### src/verilog/rsf_pkg.sv
package rsf_pkg;
  // register byte addresses
  localparam logic [3:0] ADDR_STATUS0  = 4'h0;
  localparam logic [3:0] ADDR_STATUS1  = 4'h4;
  localparam logic [3:0] ADDR_CONTROL  = 4'h8;
  localparam logic [3:0] ADDR_LEVEL    = 4'hC;
  // status 0 fields
  localparam int ST0_DIS1  = 0;
  localparam int ST0_DIS2  = 1;
  localparam int ST0_OCP1  = 2;
  localparam int ST0_OCP2  = 3;
  localparam int ST0_PNG1  = 4;
  localparam int ST0_PNG2  = 5;
  localparam int ST0_UV    = 6;
  localparam int ST0_OT    = 7;
  // status 1 fields
  localparam int ST1_CP1   = 0;
  localparam int ST1_CP2   = 1;
  localparam int ST1_TD1   = 2;
  localparam int ST1_TD2   = 3;
  localparam int ST1_EPF   = 4;
  localparam int ST1_BH1   = 6;
  localparam int ST1_BH2   = 7;
  // control fields
  localparam int CTL_EN1   = 0;
  localparam int CTL_EN2   = 1;
  localparam int CTL_RSM   = 2;
  localparam int CTL_TC1   = 3;
  localparam int CTL_TC2   = 4;
  localparam int CTL_PFD0  = 5;
  localparam int CTL_PFD1  = 6;
  localparam int LVL_CH1   = 0;
  localparam int LVL_CH2   = 4;
  // reset values
  localparam logic [6:0] CONTROL_RESET = 7'h00;
  localparam logic [7:0] LEVEL_RESET   = 8'h22;
  // timing
  localparam int CLK_MHZ        = 100;
  localparam int EPF_D1_US      = 11500;
  localparam int EPF_D2_US      = 46000;
  localparam int EPF_D3_US      = 92000;
  localparam int RETRY_US       = 1000000;
  localparam int EPF_D1_CYC     = EPF_D1_US * CLK_MHZ;
  localparam int EPF_D2_CYC     = EPF_D2_US * CLK_MHZ;
  localparam int EPF_D3_CYC     = EPF_D3_US * CLK_MHZ;
  localparam int RETRY_CYC      = RETRY_US * CLK_MHZ;
  // level targets in millivolts
  localparam logic [14:0] MV_NONE  = 15'h0000;
  typedef enum logic [1:0] {
    RSF_IDLE = 2'b00,
    RSF_RESP = 2'b01
  } rsf_bus_e;
endpackage

### src/verilog/rsf_status.sv
// Operation
// [RQ1] decode each 4-bit level code to one of eight levels, 13.333 to 19.667 V
// [RQ2] delay select: 00 none, 01 11.5 ms, 10 46 ms, 11 92 ms
// [RQ3] power fail, undervoltage, overcurrent, overtemp each set own status bit
// [RQ4] latched fault holds until completed status read with fault gone
// [RQ5] overcurrent and overtemp latch only with restart mode 0, else auto retry
// [RQ6] undervoltage sets flag, disables both outputs, pulls interrupt low
// [RQ7] undervoltage flag clears only through a completed status read
// [RQ8] disabled flag set by any fault or cleared output enable
// [RQ9] disabled flag clears only with no fault and output re-enabled
// [RQ10] power-not-good, charge-pump-ok, tone-detect follow inputs live
// [RQ11] boost-high follows comparator hysteresis, never touches interrupt
// [RQ12] host reacts to interrupt or polls, re-reading status until change
// [RQ13] low charge pump clears ok flag, disables output, sets disabled flag
// [RQ14] overcurrent flag set only after limit exceeded past disable time
// [RQ15] power-not-good from window comparator while channel enabled
// [RQ16] tone detect uses transmit threshold at control 1, receive at 0
// [RQ17] overtemp sets its flag and both disabled flags
// [RQ18] power fail below threshold sets flag and pulls interrupt low
// [RQ19] power fail flag clears only after selected delay past recovery
// [RQ20] lowest code bit is lsb, highest is msb
// [RQ21] auto retry resets overcurrent every 1 s, re-enables if fault gone
// [RQ22] interrupt low while any interrupt flag set, released after clearing read
// [RQ23] undefined level codes keep output disabled
//
// The AXI4-Lite interface to the registers and the address map are this design's own decisions.
module rsf_status #(
  parameter int EPF_D1_CYCLES = rsf_pkg::EPF_D1_CYC,
  parameter int EPF_D2_CYCLES = rsf_pkg::EPF_D2_CYC,
  parameter int EPF_D3_CYCLES = rsf_pkg::EPF_D3_CYC,
  parameter int RETRY_CYCLES  = rsf_pkg::RETRY_CYC
) (
  input  wire logic        aclk,
  input  wire logic        aresetn,
  input  wire logic [3:0]  s_axi_awaddr,
  input  wire logic        s_axi_awvalid,
  output logic             s_axi_awready,
  input  wire logic [31:0] s_axi_wdata,
  input  wire logic [3:0]  s_axi_wstrb,
  input  wire logic        s_axi_wvalid,
  output logic             s_axi_wready,
  output logic [1:0]       s_axi_bresp,
  output logic             s_axi_bvalid,
  input  wire logic        s_axi_bready,
  input  wire logic [3:0]  s_axi_araddr,
  input  wire logic        s_axi_arvalid,
  output logic             s_axi_arready,
  output logic [31:0]      s_axi_rdata,
  output logic [1:0]       s_axi_rresp,
  output logic             s_axi_rvalid,
  input  wire logic        s_axi_rready,
  input  wire logic        uv_in,
  input  wire logic        oc_over_limit1,
  input  wire logic        oc_over_limit2,
  input  wire logic        ot_in,
  input  wire logic        cp_low1,
  input  wire logic        cp_low2,
  input  wire logic        out_low_9pct1,
  input  wire logic        out_in_5pct1,
  input  wire logic        out_low_9pct2,
  input  wire logic        out_in_5pct2,
  input  wire logic        tone_xmt_ok1,
  input  wire logic        tone_rcv_ok1,
  input  wire logic        tone_xmt_ok2,
  input  wire logic        tone_rcv_ok2,
  input  wire logic        boost_above_hi1,
  input  wire logic        boost_below_lo1,
  input  wire logic        boost_above_hi2,
  input  wire logic        boost_below_lo2,
  input  wire logic        pf_below_th,
  input  wire logic        pf_above_hys,
  output logic             channel_output_enable1,
  output logic             channel_output_enable2,
  output logic [14:0]      level_mv1,
  output logic [14:0]      level_mv2,
  output logic             irq_n
);

  ////////////////////////////////////////////////////////////////////////
  // functions
  function automatic logic [14:0] level_decode(input logic [3:0] code);
    logic [14:0] mv;
    mv = rsf_pkg::MV_NONE;
    case (code) // [RQ1] [RQ20]
      4'h2:    mv = 15'h3415;
      4'h3:    mv = 15'h3563;
      4'h5:    mv = 15'h37FD;
      4'h7:    mv = 15'h3D33;
      4'hB:    mv = 15'h48EB;
      4'hC:    mv = 15'h4A38;
      4'hD:    mv = 15'h4B85;
      4'hE:    mv = 15'h4CD3;
      default: mv = rsf_pkg::MV_NONE; // [RQ23]
    endcase
    return mv;
  endfunction

  function automatic logic [26:0] pf_delay(input logic [1:0] sel);
    logic [26:0] d;
    d = 27'h0000000;
    case (sel) // [RQ2]
      2'b00:   d = 27'h0000000;
      2'b01:   d = 27'(EPF_D1_CYCLES);
      2'b10:   d = 27'(EPF_D2_CYCLES);
      default: d = 27'(EPF_D3_CYCLES);
    endcase
    return d;
  endfunction

  ////////////////////////////////////////////////////////////////////////
  // input synchronisers: three stages, change counts when 2nd and 3rd agree
  localparam int NIN = 20;
  logic [NIN-1:0] raw_in;
  logic [NIN-1:0] sync1;
  logic [NIN-1:0] sync2;
  logic [NIN-1:0] sync3;
  logic [NIN-1:0] clean;
  assign raw_in = {uv_in, oc_over_limit1, oc_over_limit2, ot_in, cp_low1, cp_low2,
                   out_low_9pct1, out_in_5pct1, out_low_9pct2, out_in_5pct2,
                   tone_xmt_ok1, tone_rcv_ok1, tone_xmt_ok2, tone_rcv_ok2,
                   boost_above_hi1, boost_below_lo1, boost_above_hi2, boost_below_lo2,
                   pf_below_th, pf_above_hys};
  always_ff @(posedge aclk) begin
    if (!aresetn) begin
      sync1 <= '0;
      sync2 <= '0;
      sync3 <= '0;
      clean <= '0;
    end else begin
      sync1 <= raw_in;
      sync2 <= sync1;
      sync3 <= sync2;
      clean <= (sync2 & sync3) | (clean & (sync2 | sync3));
    end
  end
  logic s_uv, s_oc1, s_oc2, s_ot, s_cp1, s_cp2, s_lo1, s_in1, s_lo2, s_in2;
  logic s_tx1, s_rx1, s_tx2, s_rx2, s_bh1, s_bl1, s_bh2, s_bl2, s_pfb, s_pfa;
  assign {s_uv, s_oc1, s_oc2, s_ot, s_cp1, s_cp2, s_lo1, s_in1, s_lo2, s_in2,
          s_tx1, s_rx1, s_tx2, s_rx2, s_bh1, s_bl1, s_bh2, s_bl2, s_pfb, s_pfa} = clean;

  ////////////////////////////////////////////////////////////////////////
  // control registers
  logic [6:0] control;
  logic [7:0] level_code;
  logic       wr_fire;
  logic       rd_fire;
  logic [3:0] aw_addr;
  logic [31:0] w_data;
  logic       aw_held;
  logic       w_held;
  logic       s_axi_wstrb_q;
  logic       restart_mode_select;
  logic       tone_control1;
  logic       tone_control2;
  assign restart_mode_select = control[rsf_pkg::CTL_RSM];
  assign tone_control1       = control[rsf_pkg::CTL_TC1];
  assign tone_control2       = control[rsf_pkg::CTL_TC2];

  always_ff @(posedge aclk) begin
    if (!aresetn) begin
      control    <= rsf_pkg::CONTROL_RESET;
      level_code <= rsf_pkg::LEVEL_RESET;
    end else if (wr_fire) begin
      if (aw_addr == rsf_pkg::ADDR_CONTROL && s_axi_wstrb_q) begin
        control <= w_data[6:0];
      end
      if (aw_addr == rsf_pkg::ADDR_LEVEL && s_axi_wstrb_q) begin
        level_code <= w_data[7:0];
      end
    end
  end

  ////////////////////////////////////////////////////////////////////////
  // axi4-lite write path: address and data taken in either order
  assign s_axi_awready = !aw_held && !s_axi_bvalid;
  assign s_axi_wready  = !w_held && !s_axi_bvalid;
  assign wr_fire       = aw_held && w_held && !s_axi_bvalid;
  always_ff @(posedge aclk) begin
    if (!aresetn) begin
      aw_held       <= 1'b0;
      w_held        <= 1'b0;
      aw_addr       <= 4'h0;
      w_data        <= 32'h00000000;
      s_axi_wstrb_q <= 1'b0;
      s_axi_bvalid  <= 1'b0;
    end else begin
      if (s_axi_awvalid && s_axi_awready) begin
        aw_held <= 1'b1;
        aw_addr <= s_axi_awaddr;
      end
      if (s_axi_wvalid && s_axi_wready) begin
        w_held        <= 1'b1;
        w_data        <= s_axi_wdata;
        s_axi_wstrb_q <= s_axi_wstrb[0];
      end
      if (wr_fire) begin
        aw_held      <= 1'b0;
        w_held       <= 1'b0;
        s_axi_bvalid <= 1'b1;
      end else if (s_axi_bready) begin
        s_axi_bvalid <= 1'b0;
      end
    end
  end
  assign s_axi_bresp = 2'b00;

  ////////////////////////////////////////////////////////////////////////
  // axi4-lite read path; a read of either status register clears latches
  rsf_pkg::rsf_bus_e rd_state;
  logic [7:0] status0;
  logic [7:0] status1;
  logic       status_read_done;
  logic       rd_is_status;
  assign s_axi_arready = (rd_state == rsf_pkg::RSF_IDLE);
  assign rd_fire       = s_axi_arvalid && s_axi_arready;
  assign s_axi_rresp   = 2'b00;
  always_ff @(posedge aclk) begin
    if (!aresetn) begin
      rd_state     <= rsf_pkg::RSF_IDLE;
      s_axi_rvalid <= 1'b0;
      s_axi_rdata  <= 32'h00000000;
    end else begin
      case (rd_state)
        rsf_pkg::RSF_IDLE: begin
          if (rd_fire) begin
            rd_state     <= rsf_pkg::RSF_RESP;
            s_axi_rvalid <= 1'b1;
            case (s_axi_araddr)
              rsf_pkg::ADDR_STATUS0: s_axi_rdata <= {24'h000000, status0};
              rsf_pkg::ADDR_STATUS1: s_axi_rdata <= {24'h000000, status1};
              rsf_pkg::ADDR_CONTROL: s_axi_rdata <= {25'h0000000, control};
              rsf_pkg::ADDR_LEVEL:   s_axi_rdata <= {24'h000000, level_code};
              default:               s_axi_rdata <= 32'h00000000;
            endcase
          end
        end
        rsf_pkg::RSF_RESP: begin
          if (s_axi_rready) begin
            rd_state     <= rsf_pkg::RSF_IDLE;
            s_axi_rvalid <= 1'b0;
          end
        end
        default: rd_state <= rsf_pkg::RSF_IDLE;
      endcase
    end
  end
  // clear only when the host has really taken the data
  assign status_read_done = (rd_state == rsf_pkg::RSF_RESP) && s_axi_rready && rd_is_status;
  always_ff @(posedge aclk) begin
    if (!aresetn) begin
      rd_is_status <= 1'b0;
    end else if (rd_fire) begin
      rd_is_status <= (s_axi_araddr == rsf_pkg::ADDR_STATUS0) || (s_axi_araddr == rsf_pkg::ADDR_STATUS1);
    end
  end

  ////////////////////////////////////////////////////////////////////////
  // latched faults: set wins over read clear
  logic undervoltage_flag;
  logic overcurrent_flag1;
  logic overcurrent_flag2;
  logic overtemp_flag;
  always_ff @(posedge aclk) begin
    if (!aresetn) begin
      undervoltage_flag <= 1'b0;
    end else if (s_uv) begin
      undervoltage_flag <= 1'b1; // [RQ3] [RQ6]
    end else if (status_read_done) begin
      undervoltage_flag <= 1'b0; // [RQ4] [RQ7]
    end
  end

  // overcurrent must persist for the disable time; timer lives outside
  logic [31:0] retry_cnt;
  logic        retry_tick;
  assign retry_tick = (retry_cnt == 32'(RETRY_CYCLES - 1));
  always_ff @(posedge aclk) begin
    if (!aresetn) begin
      retry_cnt <= 32'h00000000;
    end else if (retry_tick) begin
      retry_cnt <= 32'h00000000;
    end else begin
      retry_cnt <= retry_cnt + 32'h00000001;
    end
  end

  always_ff @(posedge aclk) begin
    if (!aresetn) begin
      overcurrent_flag1 <= 1'b0;
      overcurrent_flag2 <= 1'b0;
      overtemp_flag     <= 1'b0;
    end else begin
      // [RQ14] set input asserted only past the disable time
      if (s_oc1) begin
        overcurrent_flag1 <= 1'b1; // [RQ3]
      end else if (restart_mode_select ? retry_tick : status_read_done) begin
        overcurrent_flag1 <= 1'b0; // [RQ5] [RQ21]
      end
      if (s_oc2) begin
        overcurrent_flag2 <= 1'b1; // [RQ3]
      end else if (restart_mode_select ? retry_tick : status_read_done) begin
        overcurrent_flag2 <= 1'b0; // [RQ5] [RQ21]
      end
      if (s_ot) begin
        overtemp_flag <= 1'b1; // [RQ3] [RQ17]
      end else if (restart_mode_select ? retry_tick : status_read_done) begin
        overtemp_flag <= 1'b0; // [RQ4] [RQ5]
      end
    end
  end

  ////////////////////////////////////////////////////////////////////////
  // live flags
  logic power_not_good_flag1, power_not_good_flag2;
  logic boost_high_flag1, boost_high_flag2;
  logic charge_pump_ok_flag1, charge_pump_ok_flag2;
  logic tone_detect_flag1, tone_detect_flag2;
  assign charge_pump_ok_flag1 = !s_cp1; // [RQ10] [RQ13]
  assign charge_pump_ok_flag2 = !s_cp2; // [RQ13]
  assign tone_detect_flag1 = tone_control1 ? s_tx1 : s_rx1; // [RQ16] [RQ10]
  assign tone_detect_flag2 = tone_control2 ? s_tx2 : s_rx2; // [RQ16]
  always_ff @(posedge aclk) begin
    if (!aresetn) begin
      power_not_good_flag1 <= 1'b0;
      power_not_good_flag2 <= 1'b0;
      boost_high_flag1     <= 1'b0;
      boost_high_flag2     <= 1'b0;
    end else begin
      if (!channel_output_enable1) begin
        power_not_good_flag1 <= 1'b0;
      end else if (s_lo1) begin
        power_not_good_flag1 <= 1'b1; // [RQ15] [RQ10]
      end else if (s_in1) begin
        power_not_good_flag1 <= 1'b0; // [RQ15]
      end
      if (!channel_output_enable2) begin
        power_not_good_flag2 <= 1'b0;
      end else if (s_lo2) begin
        power_not_good_flag2 <= 1'b1; // [RQ15]
      end else if (s_in2) begin
        power_not_good_flag2 <= 1'b0; // [RQ15]
      end
      if (s_bh1) begin
        boost_high_flag1 <= 1'b1; // [RQ11]
      end else if (s_bl1) begin
        boost_high_flag1 <= 1'b0; // [RQ11]
      end
      if (s_bh2) begin
        boost_high_flag2 <= 1'b1; // [RQ11]
      end else if (s_bl2) begin
        boost_high_flag2 <= 1'b0; // [RQ11]
      end
    end
  end

  ////////////////////////////////////////////////////////////////////////
  // early power fail with release delay
  logic        early_power_fail_flag;
  logic [26:0] pf_cnt;
  always_ff @(posedge aclk) begin
    if (!aresetn) begin
      early_power_fail_flag <= 1'b0;
      pf_cnt                <= 27'h0000000;
    end else if (s_pfb) begin
      early_power_fail_flag <= 1'b1; // [RQ18] [RQ3]
      pf_cnt                <= 27'h0000000;
    end else if (early_power_fail_flag && s_pfa) begin
      if (pf_cnt >= pf_delay({control[rsf_pkg::CTL_PFD1], control[rsf_pkg::CTL_PFD0]})) begin
        early_power_fail_flag <= 1'b0; // [RQ19]
      end else begin
        pf_cnt <= pf_cnt + 27'h0000001;
      end
    end else begin
      pf_cnt <= 27'h0000000;
    end
  end

  ////////////////////////////////////////////////////////////////////////
  // disabled flags and outputs
  logic channel_disabled_flag1, channel_disabled_flag2;
  logic any_fault1, any_fault2;
  assign level_mv1 = level_decode(level_code[rsf_pkg::LVL_CH1 +: 4]);
  assign level_mv2 = level_decode(level_code[rsf_pkg::LVL_CH2 +: 4]);
  // undefined code counts as a fault so the output stays off
  assign any_fault1 = undervoltage_flag || overcurrent_flag1 || overtemp_flag || !charge_pump_ok_flag1
                      || (level_mv1 == rsf_pkg::MV_NONE); // [RQ23]
  assign any_fault2 = undervoltage_flag || overcurrent_flag2 || overtemp_flag || !charge_pump_ok_flag2
                      || (level_mv2 == rsf_pkg::MV_NONE); // [RQ23]
  always_ff @(posedge aclk) begin
    if (!aresetn) begin
      channel_disabled_flag1 <= 1'b1;
      channel_disabled_flag2 <= 1'b1;
    end else begin
      if (any_fault1 || !control[rsf_pkg::CTL_EN1]) begin
        channel_disabled_flag1 <= 1'b1; // [RQ8] [RQ6] [RQ17]
      end else begin
        channel_disabled_flag1 <= 1'b0; // [RQ9]
      end
      if (any_fault2 || !control[rsf_pkg::CTL_EN2]) begin
        channel_disabled_flag2 <= 1'b1; // [RQ8] [RQ13]
      end else begin
        channel_disabled_flag2 <= 1'b0; // [RQ9]
      end
    end
  end
  assign channel_output_enable1 = !channel_disabled_flag1; // [RQ6] [RQ13]
  assign channel_output_enable2 = !channel_disabled_flag2;

  // boost-high is left out of the interrupt term on purpose
  always_ff @(posedge aclk) begin
    if (!aresetn) begin
      irq_n <= 1'b1;
    end else begin
      irq_n <= !(undervoltage_flag || overcurrent_flag1 || overcurrent_flag2 || overtemp_flag
                 || early_power_fail_flag); // [RQ22] [RQ6] [RQ18] [RQ11] [RQ12]
    end
  end

  assign status0 = {overtemp_flag, undervoltage_flag, power_not_good_flag2, power_not_good_flag1,
                    overcurrent_flag2, overcurrent_flag1, channel_disabled_flag2, channel_disabled_flag1};
  assign status1 = {boost_high_flag2, boost_high_flag1, 1'b0, early_power_fail_flag,
                    tone_detect_flag2, tone_detect_flag1, charge_pump_ok_flag2, charge_pump_ok_flag1};

endmodule

### config.mk
export PLATFORM = sky130hd
export DESIGN_NAME = rsf_status
export DESIGN_NICKNAME = d
export VERILOG_FILES = /design/src/verilog/rsf_pkg.sv /design/src/verilog/rsf_status.sv
export SDC_FILE = /design/constraint.sdc
export NUM_CORES = 1
export LEC_CHECK = 0
export BUFFER_PORTS_ARGS = -buffer_cell sky130_fd_sc_hd__buf_2
export CORE_MARGIN = 1
export CORE_UTILIZATION = 39
export CTS_CLUSTER_DIAMETER = 100
export CTS_CLUSTER_SIZE = 40
export DETAILED_ROUTE_END_ITERATION = 8
export SYNTH_ARGS = -nofsm -noshare
export SYNTH_HDL_FRONTEND = slang
export SYNTH_SLANG_ARGS = --single-unit
export TNS_END_PERCENT = 5
### constraint.sdc
create_clock -name aclk -period 5.3 [get_ports aclk]
set_clock_uncertainty 0.2 [all_clocks]
set_input_delay 1.06 -clock aclk [delete_from_list [all_inputs] [get_ports aclk]]
set_output_delay 1.06 -clock aclk [all_outputs]
set_load 0.005 [all_outputs]
* Word level (Yosys, flattened, before mapping)
Memory sizes are Yosys's and may differ from the RTL's. A register that Yosys moved wholly into a read port is not among the register bits.
Cells that the tools add are included.
** Storage, ports and cells
- Flip-flop bits (word level) :: 218
- ROM bits :: 480
- Input port bits :: 71
- Output and inout bits :: 74
- Word-level logic and storage cells :: 155
- Memories kept :: 2
** Cells by class
- Add/subtract/negate cells :: 2
- Order comparisons :: 1
- Equality and inequality tests :: 11
- Multiplexer cells :: 39
- Bitwise logic cells :: 6
- Reduce and logical (&&, ||, !) cells :: 64
** Memory list
- (no name shown) :: words 16, width 15, read ports 1, clocked after Yosys merged registers in 1, write ports 0, RTL line rsf_status.sv:84 : case (code)
- (no name shown) :: words 16, width 15, read ports 1, clocked after Yosys merged registers in 1, write ports 0, RTL line rsf_status.sv:84
** Operator list (number)
- 27-bit two-way mux :: 3
- 24-bit one-hot mux with 3 select lines :: 1
- 20-bit bitwise AND :: 2
- 20-bit OR :: 2
- 32-bit by 1-bit adder with 32-bit output, second input constant :: 1
- 32-bit by 27-bit equality test with 1-bit output, second input constant :: 1
- 8-bit one-hot mux with 4 select lines :: 1
- 15-bit logical NOT :: 2
- 27-bit by 1-bit adder with 27-bit output, second input constant :: 1
- 27-bit greater-or-equal comparator :: 1
- 1-bit two-way mux :: 26
- 2-bit nonzero test :: 12
- 4-bit equality test, second input constant :: 4
- 4-bit two-way mux :: 4
- 1-bit logical OR :: 14
- 1-bit logical AND :: 12
- 1-bit logical NOT :: 10
- 2-bit AND reduction :: 5
- 2-bit OR reduction :: 4
- 2-bit by 1-bit equality test with 1-bit output, second input constant :: 2
- 4-bit by 3-bit equality test with 1-bit output, second input constant :: 1
- 2-bit logical NOT :: 2
- 4-bit logical NOT :: 1
- 2-bit two-way mux :: 2
- other kinds (8) :: 9

* Longest topological paths before layout
- Depth after elaboration :: 9
- Gate-level depth with buffers :: 12
- Gate-level depth less buffers :: 9

* Worst setup path after synthesis
OpenSTA, ideal clock, no wires.
- Path type :: input to register
- Start :: in aresetn
- End :: reg level_mv2[0] (netlist name)
- Setup time :: 0.129 ns
- Arrival :: 2.484 ns
- Data required time :: 4.971 ns
- Setup slack :: 2.487 ns
- Stages :: 8
- Buffers on the path :: 1
- Cells stage by stage :: clkbuf_1 -> clkinv_1 -> nor2_1 -> inv_1 -> ha_1 -> inv_1 -> a21boi_1 -> mux2i_1
** On the way
- Longest elaborated chain between the ends :: 1
** RTL lines
- from (decl) :: RTL line rsf_status.sv:34 : input wire logic aresetn,
- 4-bit two-way mux (no line)
No other way between the ends.
A chain may end at the register's enable or synchronous reset.

* Worst setup path in the final report
- Start :: reg control[6]
- End :: reg pf_cnt[18]
** On the way
- Longest elaborated chain between the ends :: 6
- Elaborated cells between the ends (all ways) :: 8
- Those cells by class :: order compare: 1; eq/ne: 2; mux: 4; reduce/logical: 1
** RTL lines
- from (decl) :: RTL line rsf_status.sv:143 : logic [6:0] control;
- from (signal assigned) :: RTL line rsf_status.sv:161 : control <= rsf_pkg::CONTROL_RESET;
- from (signal assigned) :: RTL line rsf_status.sv:165 : control <= w_data[6:0];
- 2-bit equality test, or another cell as far along :: RTL line rsf_status.sv:101 : case (sel)
- 24-bit one-hot mux with 3 select lines (*) :: RTL line rsf_status.sv:101
- 27-bit two-way mux (*) :: RTL line rsf_status.sv:367 : end else if (early_power_fail_flag && s_pfa) begin
- 27-bit two-way mux (*) :: RTL line rsf_status.sv:364 : end else if (s_pfb) begin
- 27-bit two-way mux (*) :: RTL line rsf_status.sv:361 : if (!aresetn) begin
- 27-bit greater-or-equal comparator (*) :: RTL line rsf_status.sv:368 : if (pf_cnt >= pf_delay({control[rsf_pkg::CTL_PFD1], control[rsf_pkg::CTL_PFD0]})) begin
- to (signal assigned) :: RTL line rsf_status.sv:371 : pf_cnt <= pf_cnt + 27'h0000001;
- to (decl) :: RTL line rsf_status.sv:359 : logic [26:0] pf_cnt;
Mark *: on every way between the ends. The rest lies on a longest branch, timed or not. The select of a mux whose other input is x is not followed.

==> impl_metrics.toml <==
[sta]
max_slew_margin_pct = 22.61
setup_viol = 0
tightest_slew_ns = 1.161
fmax_ghz = 0.2821
period_share_pct = 66.89
hold_viol = 0
post-route-min-period_ns = 3.545
fin_setup_tns_ns = 0
rsz0062_at_grt = "false"
drv_slew = 0

[power_and_ir_drop]
power_uw = 2674
power_frac_clock_pct = 32.5
power_switching_uw = 577.5
vdd_drop_max_uv = 202.8
cellPowerDensity_nw_per_um2 = 268.4
seq_power_share_pct = 63.7
netSwitchingFraction_pct = 21.60
leakage_uw = 0.003840
combPwrFrac_pct = 3.8
power.internal_uw = 2096

[floorplanning]
ios = 145
initial_core_util_pct = 40.07
die_w_um = 155.2
die-area_um2 = 24090
fp.dieH_um = 155.2
core_area_um2 = 22850
rows = 55

[worst_setup_path]
cp-startpoint = "control[6]"
worstPathArrival_ns = 3.75
end_kind = "register"
rr_startpoint = "control[6]"
crit_path_max_incr_delay_ns = 0.64
start_kind = "register"
worstPathCellList = "nand2_1 -> ha_1 -> nand4_1 -> or4_4 -> nor4_4 -> buf_4 -> or4_1 -> mux2i_1"
worst_path_max_delay_cell = "dfxtp_1"
r2r_cells = 8
cp_max_fo = 17
crit_required_ns = 5.50
critPathKind = "reg2reg"

[drt]
vias = 6681
wl_per_cell_um = 13.65
vias_per_cell = 4.920
routed_wl_um = 18540
ant_nets = 0
drtIter0Drc = 389
route.detailed.drc = 0
firstDrtPassIters = 4

[yosys]
synth_compound_area_share_pct = 9.609
synth_top_family_by_area = "simple AND/OR/NAND/NOR gates"
synth_cell_types = 63
yosysSeqAreaShare_pct = 48.11
yosysWarnings = 0
yosysTopAreaCell = "dfxtp_1"
synthesis.area_um2 = 9154
synthTopCellsByArea = "dfxtp_1 (48%), and2_1 (4.6%), mux2i_1 (4.5%)"
synth-edff-count = 0
synthSimpleGateAreaFrac_pct = 23.13
synth.area.mux_share_pct = 6.329
synth-xor-area-share_pct = 3.445
synthTopCellsByCount = "dfxtp_1 (220), nor2_1 (99), nand2_1 (80)"
synth_fa_ha_area_share_pct = 3.417
synth-main-ff-cell = "dfxtp_1"
synth.most_common_cell = "dfxtp_1"
synth_cells = 992
async_reset_ff_share_pct = 0
ys_ff_latch = 220
synth_top_area_share_pct = 48.11
syn_avg_cell_area_um2 = 9.228

[hold_path]
min_delay_path_depth = 1
worstHoldStart = "sync1[13]"
holdCritPathClass = "reg2reg"

[clock_tree]
cts_max_path_buffers = 3
clock-sinks = 220
h-tree-depth = 1
clkTransAtPathRegs_ns = 0.13
cts_setup_buffers = 0
cts_tree = "yes"
numCtsBuffers = 9
cts-hold-fix-buffers = 0
clk_latency_ns = 0.47
post_cts_resized = 0
cts_root_buf = "clkbuf_16"

[flow_run]
maxCapViolCount = 0

[global_route]
antenna_found_initial = 1
grt_overflow_total = 0
grt_pass1_wl_um = 30170
grt_start_max_net_pins = 68
grt_pass1_vias = 6008
grt_usage_pct = 15.20

[place]
dp.final_hpwl_um = 13170
placed_area_um2 = 9691
port_buffers = 89
place.gp.congestion = 0.7987

[cells_and_area]
final_area_um2 = 9962
nFillCells = 2298
final_nets = 1141
n_antenna_cell = 0
drive_gt1_share_pct = 11.96
multi_input_area_um2 = 4314
syn2layout_area_growth_pct = 8.830
register_area_um2 = 4404

[status]
status = "finished, final reports clean"
[cell families after synthesis]
logic type | count (synthesis)
simple gates | 404
fa+ha+maj | 25
buf+inv | 106
mux | 50
other cells | 1
flops | 220
xor+xnor | 36
compound gates | 150
[worst max-delay path, delay by kind of cell (launching register included)]
kind,cells,cell delay [ns]
buf+inv,1,0.34
flops,1,0.64
simple gates,5,1.72
fa+ha+maj,1,0.39
mux,1,0.18
[routing by layer]
metal / GRT usage, % / up-vias / share of wire, %
met3: 1.643 / 18 / 2.9
met1: 20.58 / 3120 / 48
met5: 0 / - / 0.043
met2: 26.06 / 83 / 48
li1: - / 3458 / -
met4: 3.361 / 2 / 1.4
[placed cells by master, fill, tap and decap left out, drive strengths merged, types with 12 or more instances in the layout]
cell type    n
a21oi       68
nand3       29
conb        28
xnor2       12
ha          25
nor2        99
xor2        24
inv         27
o21ai       41
nor4        15
nand4       24
o31ai       12
nand2       80
and2        68
buf         93
nand2b      16
nor3        21
dfxtp      220
mux2i       41
and3        13
or4         13
[final cells by class]
type                            instances  share of cell area, %
Inverter                               28                  1.055
Clock inverter                          2                 0.4647
Timing Repair Buffer                   93                  4.773
Tap cell                              313                  3.931
Sequential cell                       220                  44.21
Multi-Input combinational cell        693                  43.31
Clock buffer                            9                  2.261
[per-stage QoR]
step / setup WS, ns / instances / utilization (%) / hold WS [ns]
after global routing: 1.430 / 1358 / 43.60 / 0.2586
final: 1.755 / 1358 / 43.60 / 0.2491
after floorplan: 2.487 / 1019 / - / 0.2119
after detailed placement: 1.816 / 1347 / 42.42 / 0.2185
after global placement: 1.823 / 1347 / 42.42 / 0.2136
after CTS: 1.775 / 1358 / 43.60 / 0.2497
[sequential cells by signal (all words and copies together), names as in the netlist, 14 cells and up]
signal / cells
sync3: 20
pf_cnt: 27
retry_cnt: 32
level_mv2: 14
sync2: 20
level_mv1: 14
clean: 20
sync1: 20
[power groups by stage]
stage	clock network, uW	logic (uW)	registers (uW)
6_report	870	101	1700
5_1_grt	961	114	1710
3_5_place_dp	0	102	1740
4_1_cts	904	103	1700
3_3_place_gp	0	101	1740
2_1_floorplan	0	83.9	1730
[final timing paths]
check                                  end  slack (ns)
worst max-delay path            pf_cnt[18]        1.75
worst min-delay path             sync2[13]        0.25
worst max register to register  pf_cnt[18]        1.75
worst min register to register   sync2[13]        0.25
Power figures use the tool's default switching activity.
